--- src/hw/sapc_pkg.sv ---
// Purpose: shared constants and types for the converter control ends
// Assumes: clk at 250 MHz
// Notes: timing figures in ns, cycle counts derived
package sapc_pkg;
  localparam int CLK_PERIOD_NS = 4;
  localparam int DATA_W = 12;
  localparam int FIFO_DEPTH = 16;
  localparam int BUSY_RISE_DELAY_NS = 8;
  localparam int CONVERSION_TIME_NS = 200;
  localparam int RESET_PHASE_WIDTH_NS = 40;
  localparam int POWERDOWN_ENTRY_WIDTH_NS = 400;
  localparam int POWERDOWN_EXIT_DELAY_NS = 400;
  localparam int ABORT_LIMIT_NS = 45;
  localparam int BUSY_RISE_CYC = (BUSY_RISE_DELAY_NS + CLK_PERIOD_NS - 1) / CLK_PERIOD_NS;
  localparam int CONV_CYC = CONVERSION_TIME_NS / CLK_PERIOD_NS;
  localparam int RESET_PHASE_CYC = (RESET_PHASE_WIDTH_NS + CLK_PERIOD_NS - 1) / CLK_PERIOD_NS;
  localparam int PD_ENTRY_CYC = (POWERDOWN_ENTRY_WIDTH_NS + CLK_PERIOD_NS - 1) / CLK_PERIOD_NS;
  localparam int PD_EXIT_CYC = POWERDOWN_EXIT_DELAY_NS / CLK_PERIOD_NS;
  localparam int INIT_CONVERSIONS = 4;
  localparam int CNT_W = 8;
  localparam logic [DATA_W-1:0] CODE_ABORT = 12'hFE0;
  localparam logic [DATA_W-1:0] CODE_ZERO = 12'h000;
  localparam int BYTE_LOW_W = 4;
  localparam int HOST_ACQ_CYC = 20;
  localparam int HOST_NAP_EXTRA_NS = 60;
  localparam int HOST_NAP_EXTRA_CYC = (HOST_NAP_EXTRA_NS + CLK_PERIOD_NS - 1) / CLK_PERIOD_NS;
  localparam int HOST_RD_CYC = 2;
  typedef enum logic [2:0] {SAPC_IDLE, SAPC_DELAY, SAPC_CONV, SAPC_RESET, SAPC_PDOWN, SAPC_EXIT} sapc_state_t;
  function automatic logic [CNT_W-1:0] sapc_cnt(input int v);
    return CNT_W'(v);
  endfunction
endpackage

--- src/hw/sapc_if.sv ---
// Purpose: parallel bus between converter control and host
// Assumes: data bus resolved here from output enable
// Notes: one modport per party
interface sapc_if;
  logic chip_select_n;
  logic convert_strobe_n;
  logic read_strobe_n;
  logic byte_select;
  logic nap_request_n;
  logic powerdown_reset_n;
  logic busy;
  logic [11:0] output_data_pins;
  logic data_oe;
  logic [11:0] bus_data;
  assign bus_data = data_oe ? output_data_pins : 12'hFFF;
  modport device (input chip_select_n, convert_strobe_n, read_strobe_n, byte_select, nap_request_n,
    powerdown_reset_n, output busy, output_data_pins, data_oe);
  modport host (output chip_select_n, convert_strobe_n, read_strobe_n, byte_select, nap_request_n,
    powerdown_reset_n, input busy, input bus_data, input data_oe);
endinterface

--- src/hw/sapc_device.sv ---
// Purpose: converter control end: start, abort, readout, nap, powerdown/reset
// Assumes: host pins pass a three-flop synchroniser
// Notes: sample_value stands in for the comparator result
// Overview of operation
// - conversion starts on strobe or select fall
// - select fall during busy, strobe high aborts
// - aborted conversion reads back code FE0
// - drive data only while select, read low
// - bus released whenever select or read high
// - byte select low gives full word
// - byte select high gives low nibble on top
// - results are unsigned straight binary
// - host uses back-to-back above 3.5 MSPS
// - busy rises after busy-rise delay
// - conversion completes within conversion time
// - strobe high long enough allows early acquisition
// - host avoids abort condition in back-to-back
// - nap request low naps after busy falls
// - host lengthens acquisition after nap by 60ns
// - nap held while request low, idle, unsampled
// - powerdown/reset acts on the clock, through the synchroniser
// - reset phase outputs code FE0
// - long powerdown/reset low enters powerdown
// - first four conversions flagged invalid
// - reset aborts conversion, short reset resumes
// - ready after powerdown-exit delay
module sapc_device (
  input wire logic clk,
  input wire logic rst,
  sapc_if.device pins,
  input wire logic [sapc_pkg::DATA_W-1:0] sample_value,
  output logic napping,
  output logic powered_down,
  output logic result_valid
);
  import sapc_pkg::*;
  logic [2:0] cs_s;
  logic [2:0] cv_s;
  logic [2:0] rd_s;
  logic [2:0] by_s;
  logic [2:0] np_s;
  logic [2:0] pr_s;
  logic cs_l;
  logic cv_l;
  logic rd_l;
  logic by_l;
  logic np_l;
  logic pr_l;
  logic cs_fall;
  logic cv_fall;
  logic start;
  logic abort;
  sapc_state_t state;
  logic [CNT_W-1:0] cnt;
  logic [DATA_W-1:0] result;
  logic [2:0] init_cnt;
  logic sampled;
  // three-flop synchronisers, level accepted when stages two and three agree
  always_ff @(posedge clk) begin
    if (rst) begin
      cs_s <= 3'h7;
      cv_s <= 3'h7;
      rd_s <= 3'h7;
      by_s <= 3'h0;
      np_s <= 3'h7;
      pr_s <= 3'h0;
    end else begin
      cs_s <= {cs_s[1:0], pins.chip_select_n};
      cv_s <= {cv_s[1:0], pins.convert_strobe_n};
      rd_s <= {rd_s[1:0], pins.read_strobe_n};
      by_s <= {by_s[1:0], pins.byte_select};
      np_s <= {np_s[1:0], pins.nap_request_n};
      pr_s <= {pr_s[1:0], pins.powerdown_reset_n};
    end
  end
  always_ff @(posedge clk) begin
    if (rst) begin
      cs_l <= 1'b1;
      cv_l <= 1'b1;
      rd_l <= 1'b1;
      by_l <= 1'b0;
      np_l <= 1'b1;
      pr_l <= 1'b0;
    end else begin
      if (cs_s[1] == cs_s[2]) cs_l <= cs_s[2];
      if (cv_s[1] == cv_s[2]) cv_l <= cv_s[2];
      if (rd_s[1] == rd_s[2]) rd_l <= rd_s[2];
      if (by_s[1] == by_s[2]) by_l <= by_s[2];
      if (np_s[1] == np_s[2]) np_l <= np_s[2];
      if (pr_s[1] == pr_s[2]) pr_l <= pr_s[2];
    end
  end
  assign cs_fall = cs_l && cs_s[1] == cs_s[2] && !cs_s[2];
  assign cv_fall = cv_l && cv_s[1] == cv_s[2] && !cv_s[2];
  assign start = (cv_fall && !cs_l) || (cs_fall && !cv_l);
  assign abort = cs_fall && cv_l && pins.busy;
  // conversion, reset and powerdown sequencing
  always_ff @(posedge clk) begin
    if (rst) begin
      state <= SAPC_RESET;
      cnt <= '0;
      result <= CODE_ABORT;
    end else if (!pr_l && state != SAPC_RESET && state != SAPC_PDOWN) begin
      state <= SAPC_RESET;
      cnt <= '0;
      result <= CODE_ABORT;
    end else begin
      unique case (state)
        SAPC_IDLE: begin
          if (start) begin
            state <= SAPC_DELAY;
            cnt <= '0;
          end
        end
        SAPC_DELAY: begin
          cnt <= cnt + 1'b1;
          if (cnt == sapc_cnt(BUSY_RISE_CYC - 1)) begin
            state <= SAPC_CONV;
            cnt <= '0;
          end
        end
        SAPC_CONV: begin
          cnt <= cnt + 1'b1;
          if (abort) begin
            state <= SAPC_IDLE;
            result <= CODE_ABORT;
          end else if (cnt == sapc_cnt(CONV_CYC - BUSY_RISE_CYC - 1)) begin
            state <= SAPC_IDLE;
            result <= sample_value;
          end
        end
        SAPC_RESET: begin
          if (pr_l) begin
            state <= SAPC_IDLE;
          end else if (cnt == sapc_cnt(PD_ENTRY_CYC)) begin
            state <= SAPC_PDOWN;
          end else begin
            cnt <= cnt + 1'b1;
          end
        end
        SAPC_PDOWN: begin
          if (pr_l) begin
            state <= SAPC_EXIT;
            cnt <= '0;
          end
        end
        SAPC_EXIT: begin
          cnt <= cnt + 1'b1;
          if (!pr_l) begin
            state <= SAPC_RESET;
            cnt <= '0;
          end else if (cnt == sapc_cnt(PD_EXIT_CYC - 1)) begin
            state <= SAPC_IDLE;
          end
        end
      endcase
    end
  end
  // first conversions after reset are initialisation only
  always_ff @(posedge clk) begin
    if (rst || state == SAPC_RESET) begin
      init_cnt <= '0;
      result_valid <= 1'b0;
    end else if (state == SAPC_CONV && cnt == sapc_cnt(CONV_CYC - BUSY_RISE_CYC - 1) && !abort) begin
      if (init_cnt == 3'(INIT_CONVERSIONS)) begin
        result_valid <= 1'b1;
      end else begin
        init_cnt <= init_cnt + 1'b1;
        result_valid <= 1'b0;
      end
    end
  end
  // nap tracking: sampling begins on strobe rise or select fall with strobe high
  always_ff @(posedge clk) begin
    if (rst) begin
      sampled <= 1'b0;
      napping <= 1'b0;
    end else begin
      if (state == SAPC_IDLE && ((cv_s[1] == cv_s[2] && cv_s[2] && !cv_l) || (cs_fall && cv_l))) begin
        sampled <= 1'b1;
      end else if (state != SAPC_IDLE) begin
        sampled <= 1'b0;
      end
      napping <= state == SAPC_IDLE && !np_l && !sampled && !start;
    end
  end
  assign pins.busy = state == SAPC_CONV;
  assign powered_down = state == SAPC_PDOWN;
  assign pins.data_oe = !cs_l && !rd_l;
  assign pins.output_data_pins = (state == SAPC_RESET) ? CODE_ABORT :
    by_l ? {result[BYTE_LOW_W-1:0], 8'h00} : result;
endmodule // sapc_device

--- src/flat_wrapper.sv ---
// flat-port wrapper written by rule: the top's interface ports become plain ports
module sapc_device_flat import sapc_pkg::*;
  (clk, rst, sample_value, napping, powered_down, result_valid, pins_chip_select_n, pins_convert_strobe_n, pins_read_strobe_n, pins_byte_select, pins_nap_request_n, pins_powerdown_reset_n, pins_busy, pins_output_data_pins, pins_data_oe);
  sapc_if pins_i ();
  input wire logic clk;
  input wire logic rst;
  input wire logic [sapc_pkg::DATA_W-1:0] sample_value;
  output logic napping;
  output logic powered_down;
  output logic result_valid;
  input wire logic [$bits(pins_i.chip_select_n)-1:0] pins_chip_select_n;
  input wire logic [$bits(pins_i.convert_strobe_n)-1:0] pins_convert_strobe_n;
  input wire logic [$bits(pins_i.read_strobe_n)-1:0] pins_read_strobe_n;
  input wire logic [$bits(pins_i.byte_select)-1:0] pins_byte_select;
  input wire logic [$bits(pins_i.nap_request_n)-1:0] pins_nap_request_n;
  input wire logic [$bits(pins_i.powerdown_reset_n)-1:0] pins_powerdown_reset_n;
  output wire logic [$bits(pins_i.busy)-1:0] pins_busy;
  output wire logic [$bits(pins_i.output_data_pins)-1:0] pins_output_data_pins;
  output wire logic [$bits(pins_i.data_oe)-1:0] pins_data_oe;
  assign pins_i.chip_select_n = pins_chip_select_n;
  assign pins_i.convert_strobe_n = pins_convert_strobe_n;
  assign pins_i.read_strobe_n = pins_read_strobe_n;
  assign pins_i.byte_select = pins_byte_select;
  assign pins_i.nap_request_n = pins_nap_request_n;
  assign pins_i.powerdown_reset_n = pins_powerdown_reset_n;
  assign pins_busy = pins_i.busy;
  assign pins_output_data_pins = pins_i.output_data_pins;
  assign pins_data_oe = pins_i.data_oe;
  sapc_device u_core (.clk(clk), .rst(rst), .pins(pins_i), .sample_value(sample_value), .napping(napping), .powered_down(powered_down), .result_valid(result_valid));
endmodule
--- config.mk ---
export PLATFORM = sky130hd
export DESIGN_NAME = sapc_device_flat
export DESIGN_NICKNAME = d
export VERILOG_FILES = /design/src/hw/sapc_pkg.sv /design/src/hw/sapc_if.sv /design/src/hw/sapc_device.sv /design/src/flat_wrapper.sv
export SDC_FILE = /design/constraint.sdc
export NUM_CORES = 1
export LEC_CHECK = 0
export BUFFER_PORTS_ARGS = -buffer_cell sky130_fd_sc_hd__buf_2
export CORE_MARGIN = 4
export CORE_UTILIZATION = 60
export DETAILED_ROUTE_END_ITERATION = 10
export PLACE_DENSITY_LB_ADDON = 0.08
export REMOVE_ABC_BUFFERS = 1
export SETUP_SLACK_MARGIN = 0.2
export SKIP_LAST_GASP = 1
export SLEW_MARGIN = 25
export SYNTH_ARGS = -nofsm -noshare
export SYNTH_HDL_FRONTEND = slang
export SYNTH_SLANG_ARGS = --single-unit
--- constraint.sdc ---
create_clock -name clk -period 3.7 [get_ports clk]
set_input_delay 0.925 -clock clk [delete_from_list [all_inputs] [get_ports clk]]
set_output_delay 0.925 -clock clk [all_outputs]
set_load 0.02 [all_outputs]
==> impl_metrics.toml <==
[critical_path]
r2r_end = "u_core.result[1]$_SDFFE_PP0P_"
r2r_start = "u_core.state[1]$_SDFFE_PP1P_"
critPathMaxFanout = 14
required_ps = 2770
reg2reg_depth = 5
crit_type = "flip-flop to output port"
end_kind = "output port"
arrival_ps = 1680
r2r_slack_ps = 1420
crit_path_start_kind = "flip-flop"

[timing]
rsz0062_at_grt = "no"
relSlewSlack_pct = 52.6
hold_violations = 0
tightest_slew_ps = 710
finalCritPeriodShare_pct = 70.4
setup_viol = 0
max_freq_mhz = 384
fin_crit_ps = 2610
drv_slew = 0
setup_tns_ps = 0
layout_setup_ws_ps = 1090
fin_skew_ps = 5.39

[grt]
grt_pass1_wl_um = 7550
grt_max_degree = 32
overflow = 0
grt_usage_pct = 18.1
antenna_found_initial = 0
first_global_vias = 1660

[clock_network]
clockRootBuffer = "clkbuf_8"
clk_latency_ps = 290
cts-hold-fix-buffers = 0
postCtsSetupRepairBufs = 0
h-tree-depth = 2
numCtsBuffers = 5
clk_pin_slew_ps = 80
cts_max_path_buffers = 2
cts_sinks = 53
cts_tree = "built"
cts_resized = 0

[hold_path]
holdPathEnd = "u_core.rd_s[1]$_SDFF_PP1_"
hold_start = "u_core.rd_s[0]$_SDFF_PP1_"
min_delay_path_depth = 1
hold_path.class = "flip-flop to flip-flop"

[placement]
dp_hpwl_um = 3270
gp_congestion = 0.923
io_buffer_count = 36
place_ws_ps = 1410

[detailed_routing]
postRouteAntennaNets = 0
wl_um = 4400
first_pass_iters = 4
first_iter_violations = 116
drc = 0
vias = 1926
vias_per_cell = 5.49
wl_per_cell_um = 12.5

[final_layout]
multi_input_area_sq_um = 1230
final_common_cell = "dfxtp_1"
fin_util_pct = 71.1
n_fill_cell = 298
drive_gt1_share_pct = 20.8
regArea_sq_um = 1060
final_cell_mix = "dfxtp_1 (53), buf_2 (36), nand2_1 (32)"
antennaDiodeCount = 0
final_nets = 328
syn2layout_area_growth_pct = 11.3

[synthesis]
synth_edf_count = 0
ys_types = 49
synthAdderAreaFrac_pct = 3.14
synth-xor-area-share_pct = 0.733
ys_seq_elements = 53
synthFlopType = "dfxtp_1"
synth_top_family_by_area = "simple AND/OR/NAND/NOR gates"
synth.avg_cell_area_sq_um = 8.82
synthMuxAreaShare_pct = 4.61
yosys_warnings = 0
synth-compound-area-share_pct = 14.7
ys_seq_area_share_pct = 44.4
syn_area_sq_um = 2390
netlist_instances = 271
synth_async_sr_flop_share_pct = 0
synth_simple_gate_area_share_pct = 28.1

[pwr]
netSwitchingPower_mw = 0.273
power.share.clock_pct = 29.0
peakVddDrop_uv = 327
share_comb_of_total_power_pct = 12.8
powerDensity_nw_per_um2 = 395
power.share.sequential_pct = 58.1
p_int_mw = 0.778
swShare_pct = 26.0
p_leak_nw = 1.12

[flow_run]
maxCapViolations = 0

[die]
start_util_pct = 63.8
io_pins = 37
die_y_um = 71.1
dieWidth_um = 71.1
rows = 22
die-area_sq_um = 5060
core_sq_um = 3740

[run_status]
status = "finished, final reports clean"
synth_stat cells, types with 2 or more instances:
cell / n / area [sq um]
nor2_1: 23 / 86.3
or2_2: 14 / 87.6
a21oi_1: 18 / 90.1
nor2b_1: 8 / 50.1
o21ai_0: 9 / 45.0
mux2i_1: 11 / 110
clkbuf_1: 7 / 26.3
or4b_1: 4 / 40.0
or3b_1: 2 / 17.5
a22oi_1: 5 / 37.5
or3_1: 5 / 31.3
nor3_1: 5 / 25.0
o21bai_1: 3 / 22.5
nand2b_1: 4 / 25.0
nand2_1: 32 / 120
nand3_1: 6 / 30.0
and2_1: 6 / 37.5
o22ai_1: 5 / 31.3
nor4_1: 2 / 12.5
inv_1: 12 / 45.0
buf_2: 4 / 20.0
a211o_1: 2 / 17.5
dfxtp_1: 53 / 1060
ha_1: 6 / 75.1
flip-flops by register name, summed over array words and instances, names as in the netlist:
register	flops
u_core.by_l	1
u_core.by_s	3
u_core.cnt	8
u_core.cs_l	1
u_core.cs_s	3
u_core.cv_l	1
u_core.cv_s	3
u_core.init_cnt	3
u_core.napping	1
u_core.np_l	1
u_core.np_s	3
u_core.pr_l	1
u_core.pr_s	3
u_core.rd_l	1
u_core.rd_s	3
u_core.result	12
u_core.result_valid	1
u_core.sampled	1
u_core.state	3
logic make-up (layout without fill, tap and decap cells):
kind of cell,Yosys count,after routing
XOR/XNOR,2,2
AO/OA/AOI/OAI,53,53
flip-flops,53,53
buffers and inverters,25,57
AND/OR/NAND/NOR,121,121
multiplexers,11,11
adder cells (fa/ha/maj),6,6
power groups by stage:
stage | Combinational (mW) | Clock, mW | Sequential (mW)
3_5_place_dp | 0.134 | 0 | 0.625
2_1_floorplan | 0.0958 | 0 | 0.619
3_3_place_gp | 0.130 | 0 | 0.624
5_1_grt | 0.156 | 0.346 | 0.616
6_report | 0.135 | 0.305 | 0.611
4_1_cts | 0.136 | 0.315 | 0.612
worst max-delay path, stage by stage (launching register included):
cell	delay [ps]
dfxtp_1	590
nand3b_1	420
o21ai_0	190
buf_2	190
final cells by class:
type / count / area share (%)
multi-input cells: 193 / 46.1
flip-flops and latches: 53 / 39.9
well taps: 48 / 2.26
repair buffers: 36 / 6.77
inverters: 13 / 1.83
clock buffers: 7 / 2.87
clock inverters: 1 / 0.282
layer usage:
metal  vias up  global-route usage (%)  part of all wire, %
li1       1007                       -                    -
met1       862                    25.5                   49
met2        51                    27.5                   43
met3         6                    5.11                  6.6
met4         0                    3.97                  1.1
met5         -                       0                    0
stage by stage:
step                      instances  hold WS, ps  area (sq um)  power [mW]
after floorplan                 259          389          2340       0.715
after global placement          343          390          2580       0.754
after detailed placement        343          393          2580       0.759
after CTS                       351          414          2660        1.06
after global routing            351          431          2660        1.12
final                           351          412          2660        1.05
worst max path at each step:
stage | from | to | slack, ps
3_3_place_gp | rst | u_core.cnt[6]$_SDFFE_PP0P_ | 1470
6_report | u_core.state[1]$_SDFFE_PP1P_ | pins_output_data_pins[7] | 1090
3_5_place_dp | rst | u_core.result[6]$_SDFFE_PP1P_ | 1410
2_1_floorplan | u_core.state[1]$_SDFFE_PP1P_ | pins_output_data_pins[5] | 1650
5_1_grt | u_core.state[1]$_SDFFE_PP1P_ | pins_output_data_pins[7] | 850
4_1_cts | u_core.state[1]$_SDFFE_PP1P_ | pins_output_data_pins[7] | 1080
Note: power is estimated with default switching activity, not from simulation.
